`src/inc/usb_pin_ctl_defs.vh`:
```
`ifndef USB_PIN_CTL_DEFS_VH
`define USB_PIN_CTL_DEFS_VH

// register indices on the internal register port
`define REG_LINK_CTL 5'h0f
`define REG_CPU_CTL 5'h10
`define REG_PIN_CFG 5'h11
`define REG_GEN_IO 5'h14
`define REG_IRQ_FLAGS 5'h0d
`define REG_IRQ_MASK 5'h0e

// link control fields
`define LINK_CONNECT_BIT 3
`define LINK_PWR_GATE_BIT 6
`define LINK_CTL_RESET 8'h00

// cpu control fields
`define CPU_IRQ_EN_BIT 0
`define CPU_CTL_RESET 8'h00

// pin config fields
`define PIN_SEL_LO_BIT 0
`define PIN_SEL_HI_BIT 1
`define PIN_POL_BIT 2
`define PIN_LEVEL_BIT 3
`define PIN_CFG_RESET 8'h00

// interrupt flag positions
`define FLAG_PWR_LOST_BIT 5
`define FLAG_RESET 8'h00
`define MASK_RESET 8'h00

// general outputs
`define GEN_OUT_RESET 4'h0

// timing
`define REF_CLK_HZ 12000000
`define USB_BIT_HZ 12000000
`define IDLE_BITS 32
`define IDLE_CYCLES ((`IDLE_BITS * `REF_CLK_HZ) / `USB_BIT_HZ)
`define IRQ_PULSE_CYCLES 4
`define READY_DELAY_CYCLES 8

// status output select codes
`define AUX_READY 2'b00
`define AUX_PWR 2'b01
`define AUX_TRAFFIC 2'b10
`define AUX_FRAME 2'b11

`endif

```
`src/hw/usb_pin_control.v`:
```
`timescale 1ns/100ps
`include "usb_pin_ctl_defs.vh"

//Contract
//- pullup on when connect and power-gate allows
//- gate set, no bus power: pullup off
//- chip reset spares pin cfg, link ctl
//- irq disabled holds output at inactive level
//- irq inactive after power-up and chip reset
//- level mode: open-drain low when flag set
//- level mode releases after last flag cleared
//- polarity ignored in level mode
//- edge mode pulses on new or remaining
//- edge polarity selects rising or falling edges
//- input levels read at bits 7..4
//- bits 3..0 drive outputs, read back stored
//- status mux selects ready, power, traffic, frame
//- ready rises after reset, default selection
//- traffic sets on sync, clears reset/idle
//- frame mode square wave rising at frame
//- bus power loss sets interrupt flag
//- logic clocked on single reference edge
module usb_pin_control #(
    parameter IDLE_CYCLES = `IDLE_CYCLES,
    parameter PULSE_CYCLES = `IRQ_PULSE_CYCLES,
    parameter READY_CYCLES = `READY_DELAY_CYCLES
)
(
    input wire mclk,
    input wire srst,
    input wire chipResetN,
    input wire regWrite,
    input wire [4:0] regAddr,
    input wire [7:0] regWdata,
    output reg [7:0] regRdata,
    input wire busPowerSense,
    input wire [3:0] genInputs,
    input wire [7:0] eventSet,
    input wire syncDetect,
    input wire busResetDet,
    input wire lineIdleJ,
    input wire frameStart,
    output reg pullupOn,
    output reg irqOut,
    output reg irqOe,
    output reg [3:0] genOutputs,
    output reg auxStatusOut
);

    wire chipResetSync;
    wire pwrSync;
    wire [3:0] genInSync;
    reg [7:0] linkCtl_q;
    reg [7:0] host_cpu_control_reg_q;
    reg [7:0] pinCfg_q;
    reg [7:0] flags_q;
    reg [7:0] flags_d;
    reg [7:0] mask_q;
    reg [3:0] genOut_q;
    reg pwrPrev_q;
    reg [7:0] pendPrev_q;
    reg [7:0] pulseCnt_q;
    reg [7:0] readyCnt_q;
    reg ready_q;
    reg traffic_q;
    reg [7:0] idleCnt_q;
    reg frameWave_q;
    reg [7:0] frameCnt_q;
    wire coreRst;
    wire [7:0] pending;
    wire anyPend;
    wire newReq;
    wire clearedLeft;
    wire gateOk;
    wire levelMode;
    wire polHigh;
    wire irqEn;

    // external pins pass the three-stage synchroniser
    sync3 #(.WIDTH(6)) pinSync (
        .mclk(mclk),
        .din({chipResetN, busPowerSense, genInputs}),
        .dout({chipResetSync, pwrSync, genInSync})
    );

    // chip reset scope: everything but link and pin config
    assign coreRst = srst | ~chipResetSync;
    assign pending = flags_q & mask_q;
    assign anyPend = |pending;
    assign newReq = |(pending & ~pendPrev_q);
    assign clearedLeft = (|(pendPrev_q & ~pending)) & anyPend;
    assign levelMode = pinCfg_q[`PIN_LEVEL_BIT];
    assign polHigh = pinCfg_q[`PIN_POL_BIT];
    assign irqEn = host_cpu_control_reg_q[`CPU_IRQ_EN_BIT];
    assign gateOk = ~linkCtl_q[`LINK_PWR_GATE_BIT] | pwrSync;

    // registers spared by chip reset, cleared only by srst
    always @(posedge mclk)
    begin
        if (srst)
        begin
            linkCtl_q <= `LINK_CTL_RESET;
            pinCfg_q <= `PIN_CFG_RESET;
        end
        else if (regWrite)
        begin
            if (regAddr == `REG_LINK_CTL)
                linkCtl_q <= regWdata;
            if (regAddr == `REG_PIN_CFG)
                pinCfg_q <= regWdata;
        end
    end

    // interrupt flags: hardware set wins over write-one clear
    always @*
    begin
        flags_d = flags_q;
        if (regWrite && regAddr == `REG_IRQ_FLAGS)
            flags_d = flags_d & ~regWdata;
        flags_d = flags_d | eventSet;
        if (pwrPrev_q && !pwrSync)
            flags_d[`FLAG_PWR_LOST_BIT] = 1'b1;
    end

    // registers reset by chip reset
    always @(posedge mclk)
    begin
        if (coreRst)
        begin
            host_cpu_control_reg_q <= `CPU_CTL_RESET;
            flags_q <= `FLAG_RESET;
            mask_q <= `MASK_RESET;
            genOut_q <= `GEN_OUT_RESET;
            pwrPrev_q <= 1'b0;
            pendPrev_q <= 8'h00;
        end
        else
        begin
            flags_q <= flags_d;
            pwrPrev_q <= pwrSync;
            pendPrev_q <= pending;
            if (regWrite && regAddr == `REG_CPU_CTL)
                host_cpu_control_reg_q <= regWdata;
            if (regWrite && regAddr == `REG_IRQ_MASK)
                mask_q <= regWdata;
            if (regWrite && regAddr == `REG_GEN_IO)
                genOut_q <= regWdata[3:0];
        end
    end

    // read mux
    always @(posedge mclk)
    begin
        if (srst)
            regRdata <= 8'h00;
        else
        begin
            case (regAddr)
                `REG_LINK_CTL: regRdata <= linkCtl_q;
                `REG_CPU_CTL: regRdata <= host_cpu_control_reg_q;
                `REG_PIN_CFG: regRdata <= pinCfg_q;
                `REG_IRQ_FLAGS: regRdata <= flags_q;
                `REG_IRQ_MASK: regRdata <= mask_q;
                `REG_GEN_IO: regRdata <= {genInSync, genOut_q};
                default: regRdata <= 8'h00;
            endcase
        end
    end

    // edge-mode pulse timer
    always @(posedge mclk)
    begin
        if (coreRst || !irqEn || levelMode)
            pulseCnt_q <= 8'h00;
        else if (newReq || clearedLeft)
            pulseCnt_q <= PULSE_CYCLES[7:0];
        else if (pulseCnt_q != 8'h00)
            pulseCnt_q <= pulseCnt_q - 8'h01;
    end

    // interrupt pin drive; chip reset keeps edge mode driven at its inactive level
    always @(posedge mclk)
    begin
        if (srst)
        begin
            irqOut <= 1'b1;
            irqOe <= 1'b0;
        end
        else if (!chipResetSync)
        begin
            irqOut <= ~levelMode & ~polHigh;
            irqOe <= ~levelMode; // level mode released, edge mode driven inactive
        end
        else if (levelMode)
        begin
            irqOut <= 1'b0;
            irqOe <= irqEn & anyPend;
        end
        else
        begin
            irqOe <= 1'b1;
            if (irqEn && pulseCnt_q != 8'h00)
                irqOut <= polHigh;
            else
                irqOut <= ~polHigh;
        end
    end

    // pullup and general outputs
    always @(posedge mclk)
    begin
        if (srst)
        begin
            pullupOn <= 1'b0;
            genOutputs <= `GEN_OUT_RESET;
        end
        else
        begin
            pullupOn <= linkCtl_q[`LINK_CONNECT_BIT] & gateOk;
            genOutputs <= genOut_q;
        end
    end

    // ready-after-reset delay
    always @(posedge mclk)
    begin
        if (coreRst)
        begin
            readyCnt_q <= 8'h00;
            ready_q <= 1'b0;
        end
        else if (readyCnt_q == READY_CYCLES[7:0])
            ready_q <= 1'b1;
        else
            readyCnt_q <= readyCnt_q + 8'h01;
    end

    // traffic indicator
    always @(posedge mclk)
    begin
        if (coreRst || busResetDet)
        begin
            traffic_q <= 1'b0;
            idleCnt_q <= 8'h00;
        end
        else if (syncDetect)
        begin
            traffic_q <= 1'b1;
            idleCnt_q <= 8'h00;
        end
        else if (lineIdleJ)
        begin
            if (idleCnt_q == IDLE_CYCLES[7:0] - 8'h01)
                traffic_q <= 1'b0;
            else
                idleCnt_q <= idleCnt_q + 8'h01;
        end
        else
            idleCnt_q <= 8'h00;
    end

    // frame square wave: high for 256 cycles, then low until next frame
    always @(posedge mclk)
    begin
        if (coreRst)
        begin
            frameWave_q <= 1'b0;
            frameCnt_q <= 8'h00;
        end
        else if (frameStart)
        begin
            frameWave_q <= 1'b1;
            frameCnt_q <= 8'h00;
        end
        else if (frameCnt_q == 8'hff)
            frameWave_q <= 1'b0;
        else
            frameCnt_q <= frameCnt_q + 8'h01;
    end

    // status output multiplexer
    always @(posedge mclk)
    begin
        if (srst)
            auxStatusOut <= 1'b0;
        else
        begin
            case ({pinCfg_q[`PIN_SEL_HI_BIT], pinCfg_q[`PIN_SEL_LO_BIT]})
                `AUX_READY: auxStatusOut <= ready_q;
                `AUX_PWR: auxStatusOut <= pwrSync;
                `AUX_TRAFFIC: auxStatusOut <= traffic_q;
                `AUX_FRAME: auxStatusOut <= frameWave_q;
                default: auxStatusOut <= 1'b0;
            endcase
        end
    end

endmodule // usb_pin_control

```
`src/hw/sync3.v`:
```
`timescale 1ns/100ps
`include "usb_pin_ctl_defs.vh"

module sync3 #(
    parameter WIDTH = 1
)
(
    input wire mclk,
    input wire [WIDTH-1:0] din,
    output reg [WIDTH-1:0] dout
);

    reg [WIDTH-1:0] s1_q;
    reg [WIDTH-1:0] s2_q;
    reg [WIDTH-1:0] s3_q;

    // three stages; output follows once stages two and three agree
    genvar i;
    generate
        for (i = 0; i < WIDTH; i = i + 1)
        begin : bitSync
            always @(posedge mclk)
            begin
                s1_q[i] <= din[i];
                s2_q[i] <= s1_q[i];
                s3_q[i] <= s2_q[i];
                if (s2_q[i] == s3_q[i])
                    dout[i] <= s3_q[i];
            end
        end
    endgenerate

endmodule // sync3

```
`config.mk`:
```
export PLATFORM = sky130hd
export DESIGN_NAME = usb_pin_control
export DESIGN_NICKNAME = d
export VERILOG_FILES = /design/src/hw/usb_pin_control.v /design/src/hw/sync3.v
export VERILOG_INCLUDE_DIRS = /design/src /design/src/inc
export SDC_FILE = /design/constraint.sdc
export NUM_CORES = 1
export LEC_CHECK = 0
export CAP_MARGIN = 25
export CORE_UTILIZATION = 39
export DETAILED_ROUTE_END_ITERATION = 6
export DONT_BUFFER_PORTS = 1
export PLACE_DENSITY_LB_ADDON = 0.25
export SYNTH_ARGS = -nofsm -noshare
export SYNTH_HDL_FRONTEND = slang
export SYNTH_SLANG_ARGS = --single-unit
```
`constraint.sdc`:
```
create_clock -name mclk -period 2.2 [get_ports mclk]
set_input_delay 0.11 -clock mclk [delete_from_list [all_inputs] [get_ports mclk]]
set_output_delay 0.11 -clock mclk [all_outputs]
set_load 0.1 [all_outputs]
```
# Word level (Yosys, flattened, before mapping)

Index checks and enable logic that the tools add are counted.
W data, S select, Z words.

Register bits after elaboration: 128
Input port bits: 34
Output and inout bits: 16

Add/sub/neg operators: 4
Equality and inequality tests: 18
Multiplexer cells: 16
Bitwise logic cells: 19
Reductions and logical operators: 27

Operators with widths:

| kind                  | count |
|---|---|
| $pmux W8 S6           | 1 |
| $and A8 B8 Y8         | 4 |
| $add A8 B1 Y8 const B | 3 |
| $not A8 Y8            | 3 |
| $reduce_or A8 Y1      | 3 |
| $eq A5 B4 Y1 const B  | 3 |
| $eq A5 B5 Y1 const B  | 3 |
| $mux W1               | 11 |
| $eq A8 B4 Y1 const B  | 1 |
| $eq A8 B5 Y1 const B  | 1 |
| $eq A8 B8 Y1 const B  | 1 |
| $mux W8               | 1 |
| $or A8 B8 Y8          | 1 |
| $reduce_bool A2 Y1    | 4 |
| $reduce_bool A8 Y1    | 1 |
| $sub A8 B1 Y8 const B | 1 |
| $eq A1 B1 Y1          | 6 |
| $logic_and A1 B1 Y1   | 6 |
| $mux W3               | 2 |
| $reduce_and A2 Y1     | 3 |
| $not A1 Y1            | 5 |
| $and A1 B1 Y1         | 4 |
| $eq A2 B2 Y1 const B  | 2 |
| $logic_or A1 B1 Y1    | 4 |
| other kinds (7)       | 10 |

# Longest topological paths before layout

Gate-level depths: netlist (run 1).

Word-level depth: 7
Depth in mapped cells: 6

# Cells and area by module

Synthesis (run 1) repeated with hierarchy kept, for this count alone.

Cells, all modules: 510
Area total of the unflattened synthesis: 4899.7 um^2

Modules (own cells, without submodules):

| module          | instances | cells each | area each (um^2) | seq. area each (um^2) |
|---|---|---|---|---|
| usb_pin_control | 1         | 480        | 4306.6           | 2082.0 |
| sync3           | 1         | 30         | 593.1            | 540.5 |

# Worst setup path before layout (run 1)

No wires, ideal clock.

Path kind: register to register
Start point: register readyCnt_q[0]
End point: register readyCnt_q[1]
Setup time: 0.114 ns
Arrival: 1.543 ns
Data required time: 2.086 ns
Path slack: 0.543 ns
Stages on the path, launching flop included: 7
Path buffers: 0
Clock period less this slack: 1.657 ns
Path through: dfxtp_1 inv_1 ha_1 or4b_4 nor4b_4 mux2i_1 nor2_1

Word-level cells in the longest chain between the ends: 1
Elaborated cells between the ends (all ways): 2
Classes of those cells: add/sub: 1; eq/ne: 1

Ends and longest elaborated chain:

| element                                              | RTL line                                     | RTL |
|---|---|---|
| start, declared                                      | usb_pin_control.v:63                         | `reg [7:0] readyCnt_q;` |
| start signal, assigned                               | usb_pin_control.v:235                        | `readyCnt_q <= readyCnt_q + 8'h01;` |
| $add A8 B1 Y8 / $eq A8 B4 Y1 (equally long branches) | usb_pin_control.v:235, usb_pin_control.v:232 |  |

Parallel ways exist; a longest one is shown, timed or not.
A chain may end at the register's enable or synchronous reset.

# Worst setup path after layout (run 1)

Start point: register idleCnt_q[5]
End point: register traffic_q

Word-level cells in the longest chain between the ends: 3

Ends and longest elaborated chain:

| element                      | RTL line              | RTL |
|---|---|---|
| start, declared              | usb_pin_control.v:66  | `reg [7:0] idleCnt_q;` |
| start signal, assigned       | usb_pin_control.v:256 | `idleCnt_q <= idleCnt_q + 8'h01;` |
| $eq A8 B5 Y1                 | usb_pin_control.v:253 | `if (idleCnt_q == IDLE_CYCLES[7:0] - 8'h01)` |
| $reduce_bool A2 Y1 (no line) | --                    |  |
| $reduce_and A2 Y1 (no line)  | --                    |  |
| end signal, assigned         | usb_pin_control.v:243 | `traffic_q <= 1'b0;` |
| end signal, assigned         | usb_pin_control.v:248 | `traffic_q <= 1'b1;` |
| end signal, assigned         | usb_pin_control.v:254 | `traffic_q <= 1'b0;` |
| end, declared                | usb_pin_control.v:65  | `reg traffic_q;` |

Every way passes these cells.

==> results.cfg, run 1 <==
[status]
status = complete, no violations

[power_and_ir_drop]
power_density_nw_per_um2 = 873.4
power_frac_comb = 0.038
p_int_mw = 4.277
clkPwrFrac = 0.513
cellLeakagePower_nw = 2.228
p_switching_mw = 1.111
p_sw_frac = 0.2063
seq_power_share = 0.449
ir_drop_mv = 0.6023

[sta]
max-slew-margin-rel = 0.6356
tns_ps = 0
worst_pin_slew_ps = 546.7
fmax_ghz = 0.5305
worst_slack_ps = 314.8
hold_violations = 0
period_minus_slack_ps = 1885
rsz0062_at_grt = no
skew_ps = 6.680
slew_viol_final = 0
finalCritPeriodShare = 0.8569
setup_viol = 0

[floorplan]
initial_core_util = 0.4022
std_cell_rows = 40
chipHeight_um = 113.8
pin_count = 50
die_w_um = 113.8
core-area_um2 = 12110
dieArea_um2 = 12940

[grt]
grt.total_usage = 0.1957
grt_max_degree = 44
overflow = 0
antenna_found_initial = 0
grt_pass1_wl_mm = 19.15
grt_pass1_vias = 3827

[final_layout]
final_nets = 617
diodes = 0
syn_to_final_growth_pct = 26.66
final_layout_size_suffix_gt1_frac = 0.1070
fin_cells = 757

[synthesis]
syn_avg_cell_area_um2 = 9.440
ys_seq_area_frac = 0.5384
yosysWarnings = 0
synth-edff-count = 6
synth_area_um2 = 4871
synth_nets = 556
synthArstFlopShare = 0
ys_ff_latch = 128
syn_inst = 516
synth_cell_types = 47
ys.flop_type = dfxtp_1

[critical_path]
critical_path_class = flop to flop
cp_max_fo = 4
start_kind = flop
arrival_ps = 2190
worstPathRequired_ps = 2510
cp-end-kind = flop

[hold_path]
hp-class = input port to flop

[clocking]
cts_sinks = 128
cts_hold_buf = 41
cts_root_buf = clkbuf_16
cts-resized-gates = 0
ctsHtreeMaxLevel = 4
cts_tree = built
cts_buffer_depth = 2
post_cts_buffers = 0
clkTransAtPathRegs_ps = 50
worstSkewPairLatency_ps = 420
numCtsBuffers = 17

[placed_design]
portBuffers = 0
dp.cells = 684
hpwl_mm = 7.434
place.gp.congestion = 0.8190
place_ws_ps = 372.5

[detailed_routing]
vias_per_cell = 5.230
route.detailed.drc = 0
drt-initial-drc-count = 196
wl_per_cell_um = 15.38
ant_nets = 0
routed_wl_mm = 11.64
vias = 3959
dr.pass1.iters = 5

[flow_run]
maxCapViolCount = 0
path summary, 6_finish.rpt:
| check | from | to | slack, ps | cells past startpoint |
|---|---|---|---|---|
| setup / recovery | idleCnt_q[5] | traffic_q | 310 | 6 |
| hold / removal | busResetDet | idleCnt_q[1] | 40 | 2 |
| setup reg to reg | idleCnt_q[5] | traffic_q | 310 | 6 |
| hold reg to reg | pinSync.s1_q[0] | pinSync.s2_q[0] | 330 | 0 |
synthesized netlist by cell type (5+ instances only):
cell,instances,area share
a21oi_1,48,0.049
a22oi_1,26,0.040
a31oi_1,10,0.013
and3_1,8,0.010
buf_2,6,0.0062
clkbuf_1,14,0.011
dfxtp_1,122,0.50
edfxtp_1,6,0.037
ha_1,6,0.015
inv_1,6,0.0046
nand2_1,70,0.054
nand3_1,53,0.054
nand4_1,5,0.0064
nor2_1,44,0.034
nor2b_1,7,0.0090
nor3_1,8,0.0082
xnor2_1,14,0.025
xor2_1,16,0.029
cells in the final DEF, fill, tap and decap left out, types with 5 or more instances in the layout:
cell type / instances
nor2_1: 44
nand2_1: 70
edfxtp_1: 6
a22oi_1: 26
and3_1: 8
xor2_1: 16
nand3_1: 53
dlygate4sd3_1: 40
a21oi_1: 48
nor3_1: 8
xnor2_1: 14
dfxtp_1: 122
inv_1: 6
nand4_1: 5
nor2b_1: 7
buf_4: 23
ha_1: 6
a31oi_1: 10
clkbuf_8: 5
clkbuf_16: 17
per-stage QoR:
stage	hold slack, ps	utilization	area, um2	power, mW
6_report	36.86	0.5094	6170	5.388
3_3_place_gp	137.8	0.4241	5136	2.582
2_1_floorplan	137.7	-	4871	2.573
4_1_cts	35.30	0.5071	6142	5.420
5_1_grt	58.30	0.5094	6170	5.559
3_5_place_dp	137.8	0.4241	5136	2.586
kinds of logic (layout without fill, tap and decap cells):
logic type / count (synthesis) / in the layout / share of synthesized area
AO/OA/AOI/OAI: 103 / 103 / 0.1349
adder cells (fa/ha/maj): 6 / 6 / 0.01541
buffers and inverters: 29 / 102 / 0.02877
multiplexers: 5 / 5 / 0.01284
XOR/XNOR: 30 / 30 / 0.05394
AND/OR/NAND/NOR: 215 / 215 / 0.2158
flip-flops: 128 / 128 / 0.5384
power by group through the flow:
stage               Clock, mW  Combinational [mW]  Sequential (mW)
finish                   2.76               0.205             2.42
global route             2.92               0.221             2.42
CTS                      2.80               0.198             2.42
detailed placement          0               0.118             2.47
global placement            0               0.115             2.47
floorplan                   0               0.100             2.47
routing by layer:
metal / wire length, um / vias to the layer above / GRT usage
met5: 0 / - / 0
met4: 148 / 0 / 0.07193
met3: 666 / 18 / 0.05951
met2: 5633 / 123 / 0.3252
met1: 5193 / 1878 / 0.2391
li1: - / 1940 / -
final cells by class:
type | count | area, um2
inverter | 6 | 22.52
clock inverter | 6 | 80.08
tap | 168 | 210.2
multi-input combinational | 359 | 2108
sequential | 128 | 2623
timing repair buffer | 65 | 620.6
clock buffer | 25 | 505.5
fill | 1144 | 5942
worst max-delay path, cell delays in order, from the launching register on:
cell           delay, ps
dfxtp_1              340
nor3_1               360
and3_1               270
nand2_1               70
a21oi_1              140
nor3_1                50
dlygate4sd3_1        550
(Power assumes the default switching activity.)
==> run 2: changes to the inputs <==
Settings changed: ABC_AREA set to 1.
==> run 2 against run 1 <==
Against the previous run:
- flip-flop and latch count unchanged
- synthesized area grew 5.8%
- critical path depth rose by 1
- clock skew grew 1.7 ps
- via count is 11% higher
- register-to-register slack improved by 310 ps
- clock power up 12%
- fmax shrank 6.2%
- combinational power grew 19%
==> results.cfg, run 2 <==
[synthesis]
synth_fa_ha_area_frac = 0.01457
synth_area_um2 = 5151
synth_top_family_by_area = simple AND/OR/NAND/NOR gates
synth-simple-area-share = 0.2317
synthArstFlopShare = 0
yosys.area.top_type = dfxtp_1
synth_top_area_frac = 0.4741
synthMuxAreaShare = 0
yosysWarnings = 0
syn_avg_cell_area_um2 = 8.049
synth-edff-count = 6
synth_xor_area_frac = 0.02890
synth_compound_area_frac = 0.1428
synth_cell_types = 40
ys.flop_type = dfxtp_1
synth_top_cells_by_count = dfxtp_1, nand2_1, nor2_1, inv_1, a21oi_1
syn_inst = 640
ys_seq_area_frac = 0.5091
ys_ff_latch = 128
synth_nets = 680
yosys.cell_count.top_type = dfxtp_1
synth_area_leaders = dfxtp_1, nand2_1, a21oi_1

[final_layout]
regArea_um2 = 2623
final_common_cell = dfxtp_1
final_cell_mix = dfxtp_1, nand2_1, nor2_1
fill_cells = 1197
fin_cells = 887
final_layout_size_suffix_gt1_frac = 0.1176
final_nets = 741
syn_to_final_growth_pct = 24.82
multi_input_area_um2 = 2153

[floorplan]
chipHeight_um = 116.9
pin_count = 50
core-area_um2 = 12770
die_w_um = 116.9
dieArea_um2 = 13670
std_cell_rows = 41
initial_core_util = 0.4033

[hold_path]
hp-class = input port to flop
hold_depth = 2
hp-start = regWrite
min_to = genOut_q[3]

[sta]
fmax_ghz = 0.4977
slew_viol_final = 0
tns_ps = 0
rsz0062_at_grt = no
worst_slack_ps = 190.6
hold_violations = 0
max-slew-margin-rel = 0.4030
setup_viol = 0
finalCritPeriodShare = 0.9134
period_minus_slack_ps = 2009
skew_ps = 8.374
worst_pin_slew_ps = 892.5

[clocking]
worstSkewPairLatency_ps = 410
cts_tree = built
ctsHtreeMaxLevel = 4
clkTransAtPathRegs_ps = 50
cts_root_buf = clkbuf_16
cts_buffer_depth = 2
post_cts_buffers = 0
numCtsBuffers = 17
cts_sinks = 128

[grt]
use_met1 = 0.2263
grt.total_usage = 0.1921
antenna_found_initial = 1
top_usage_layer = met2
grtUsageMet3 = 0.06591
overflow = 0
grt_use_met2 = 0.3085
grt_max_degree = 26
grt_pass1_wl_mm = 19.40
grt_pass1_vias = 4105

[detailed_routing]
vias_per_cell = 4.936
dr.pass1.iters = 5
drt-initial-drc-count = 301
routed_wl_mm = 12.38
wl_per_cell_um = 13.96
ant_nets = 0
vias = 4378
route.detailed.drc = 0

[critical_path]
start_kind = input port
critPathLaunch = srst
arrival_ps = 2300
worstPathRequired_ps = 2490
r2r_end = frameCnt_q[1]
critical_path_class = input port to flop
cp-end-kind = flop
cp_max_fo = 25
r2r_slack_ps = 620
r2r_start = frameCnt_q[0]
worst-r2r-cell-count = 6

[flow_run]
maxCapViolCount = 0

[power_and_ir_drop]
ir_drop_mv = 0.5951
cellLeakagePower_nw = 2.616
power_density_nw_per_um2 = 894.4

[placed_design]
portBuffers = 0
place.gp.congestion = 0.8464
dp.cells = 820
hpwl_mm = 8.432
place_ws_ps = 649.1

[status]
status = complete, no violations
[run 2: changes by cell type after synthesis, moves of 6 or more]
cell / delta
nor2_1: +40
a22oi_1: -26
o21ai_2: +6
nor2b_1: -7
nand2_1: +23
o21ai_0: +50
clkbuf_1: -13
nor2_4: +6
a21oi_1: +21
inv_1: +65
xor2_1: -8
a31oi_1: -8
and3_1: -8
[run 2: timing repair]
item                                   CTS  global route
hold buffers                            34             0
endpoints found under the hold margin   82             0
gates resized for setup                  0             0
setup endpoints to repair                0             0
[run 2: layout make-up]
| class | count | share of cell area |
|---|---|---|
| timing repair buffer | 55 | 0.07745 |
| inverter | 76 | 0.04476 |
| sequential | 128 | 0.4079 |
| clock inverter | 13 | 0.03386 |
| antenna | 1 | 0.0003892 |
| tap | 172 | 0.03347 |
| multi-input combinational | 423 | 0.3349 |
| clock buffer | 19 | 0.06733 |
[run 2: where the power goes]
part,switching (mW),internal [mW]
Sequential,0.0302,2.39
Combinational,0.152,0.0918
Clock,0.981,2.11
[run 2: through the flow]
step / instance area, um2 / utilization / total power, mW / hold WS (ps)
2_1_floorplan: 5151 / - / 2.598 / 137.7
3_3_place_gp: 5436 / 0.4256 / 2.639 / 137.8
3_5_place_dp: 5436 / 0.4256 / 2.646 / 137.8
4_1_cts: 6427 / 0.5032 / 5.801 / 37.95
5_1_grt: 6427 / 0.5032 / 5.931 / 87.69
6_report: 6430 / 0.5034 / 5.751 / 56.34
[run 2: cells by family (layout without fill, tap and decap cells)]
logic type	Yosys count	count (layout)
adders and majority gates	6	6
other	0	1
and+or+nand+nor	262	262
xor gates and xnor gates	17	17
DFF	128	128
buffers and inverters	89	163
AOI/OAI and AO/OA	138	138
[run 2: how the worst max path moves through the flow]
stage	endpoint	depth (start not counted)
2_1_floorplan	frameCnt_q[1]	6
5_1_grt	frameCnt_q[4]	7
4_1_cts	frameCnt_q[3]	7
3_3_place_gp	frameCnt_q[1]	6
6_report	frameCnt_q[3]	7
3_5_place_dp	frameCnt_q[1]	6
[run 2: per-layer routing]
metal  part of all wire  up-vias  wire length, um
met5                  0        -                0
met4              0.029        0              360
met3              0.082       28             1016
met2               0.47      148             5768
met1               0.42     1992             5237
li1                   -     2210                -
[run 2: critical path, cell delays in order]
cell and delay [ps]:
dlygate4sd3_1 1120, inv_4 230, nand2_2 140, buf_4 310, nor2_1 150, inv_1 160
a31oi_1 60
==> run 3: changes to the inputs <==
Settings changed: CORE_UTILIZATION 39 to 45.
==> run 3 against run 2 <==
Against the previous run:
- sequential share of layout area is 0.73 points higher
- routed wire length down 2.9%
- largest power group unchanged
- sequential power about the same
- global-route usage increased by 2.6 points
- total power is 3.8% lower
- non-clock buffer count is 3 lower
- design area shrank 1.8%
- critical path depth rose by 1
==> results.cfg, run 3 (synthesis gave the netlist of run 2 again) <==
[critical_path]
worstPathRequired_ps = 2550
cp_max_fo = 19
critPathSlowestCell = dlymetal6s4s_1
critPathTopFamily = buffers and inverters
start_kind = input port
worst-path-buf-inv = 4
crit_chain = dlymetal6s4s_1 > inv_4 > nand2_2 > inv_2 > nand4_2 > inv_1 > nand3_1 > a21oi_1
arrival_ps = 2060
critical_path_class = input port to flop
max_stage_delay_ps = 510
cp-end-kind = flop

[sta]
skew_ps = 4.281
worst_pin_slew_ps = 840.8
slew_viol_final = 0
fmax_ghz = 0.5815
max-slew-margin-rel = 0.4395
tns_ps = 0
setup_viol = 0
hold_violations = 0
finalCritPeriodShare = 0.7816
worst_slack_ps = 480.4
period_minus_slack_ps = 1720
rsz0062_at_grt = no

[final_layout]
fin_cells = 851
postLayoutCellArea_um2 = 6317
fill_cells = 983
final_common_cell = dfxtp_1
diodes = 0
final_nets = 738
final_cell_mix = dfxtp_1, nand2_1, nor2_1
final_layout_size_suffix_gt1_frac = 0.1167
syn_to_final_growth_pct = 22.64

[detailed_routing]
ant_nets = 0
routed_wl_mm = 12.03
dr.pass1.iters = 5
vias_per_cell = 5.188
drt-initial-drc-count = 293
route.detailed.drc = 0
wl_per_cell_um = 14.13
vias = 4415

[status]
status = complete, no violations

[floorplan]
std_cell_rows = 38
initial_core_util = 0.4690
pin_count = 50
core-area_um2 = 10980
chipHeight_um = 109.0
dieArea_um2 = 11880
die_w_um = 109.0

[flow_run]
maxCapViolCount = 0

[power_and_ir_drop]
power_density_nw_per_um2 = 875.5
ir_drop_mv = 0.7466
cellLeakagePower_nw = 2.597
total_power_mw = 5.530

[grt]
grt.total_usage = 0.2181
antenna_found_initial = 1
overflow = 0
grt_pass1_vias = 4220
grt_pass1_wl_mm = 19.62
grt_max_degree = 20

[clocking]
worstSkewPairLatency_ps = 420
cts_root_buf = clkbuf_16
post_cts_buffers = 0
cts_tree = built
cts_buffer_depth = 2
ctsHtreeMaxLevel = 4
numCtsBuffers = 17
clkTransAtPathRegs_ps = 60
cts_sinks = 128

[hold_path]
hp-class = input port to flop

[placed_design]
dp.cells = 785
place.gp.congestion = 0.8405
portBuffers = 0
place_ws_ps = 663.3
hpwl_mm = 8.245
place_area_um2 = 5374
==> run 3: cell count changes in the layout (fill, tap and decap cells not counted) <==
cell,previous run,this run
clkinv_2,3,8
buf_4,21,18
bufinv_16,6,4
clkbuf_1,2,1
clkinv_1,2,1
clkinvlp_4,2,1
diode_2,1,0
dlygate4sd3_1,34,33
dlymetal6s4s_1,0,1
==> run 3: worst paths after layout <==
kind,from,to,slack (ps),cells past startpoint
max,srst,idleCnt_q[5],480,8
min,regWrite,linkCtl_q[3],60,2
max reg2reg,frameCnt_q[0],frameCnt_q[1],670,6
min reg2reg,pinSync.s1_q[3],pinSync.s2_q[3],330,0
==> run 3: power breakdown <==
part,internal [mW],switching (mW)
registers,2.39,0.0291
logic,0.0895,0.147
clock network,1.87,1.01
==> run 3: layout make-up <==
| type | count | area (um2) | share of cell area |
|---|---|---|---|
| Sequential cell | 128 | 2623 | 0.4151 |
| Timing Repair Buffer | 52 | 478.0 | 0.07566 |
| Clock inverter | 14 | 171.4 | 0.02713 |
| Clock buffer | 18 | 429.2 | 0.06793 |
| Inverter | 76 | 287.8 | 0.04555 |
| Tap cell | 140 | 175.2 | 0.02773 |
| Multi-Input combinational cell | 423 | 2153 | 0.3409 |
==> run 3: stage by stage <==
step | utilization | hold slack, ps
floorplan | - | 137.7
global placement | 0.4893 | 137.8
detailed placement | 0.4893 | 137.8
CTS | 0.5750 | 32.43
global route | 0.5752 | 62.55
finish | 0.5752 | 59.19
==> run 3: timing repair <==
action                     4_1_cts  5_1_grt
setup endpoints to repair        0        3
resized for setup                0        1
hold buffers                    34        0
hold endpoints to repair        82        0
==> run 3: routing by layer <==
metal | part of all wire | GRT usage | wire length (um) | up-vias
li1 | - | - | - | 2209
met1 | 0.43 | 0.2633 | 5225 | 2043
met2 | 0.48 | 0.3589 | 5820 | 129
met3 | 0.058 | 0.07053 | 696 | 32
met4 | 0.023 | 0.08494 | 275 | 2
met5 | 0.00083 | 0 | 10 | -
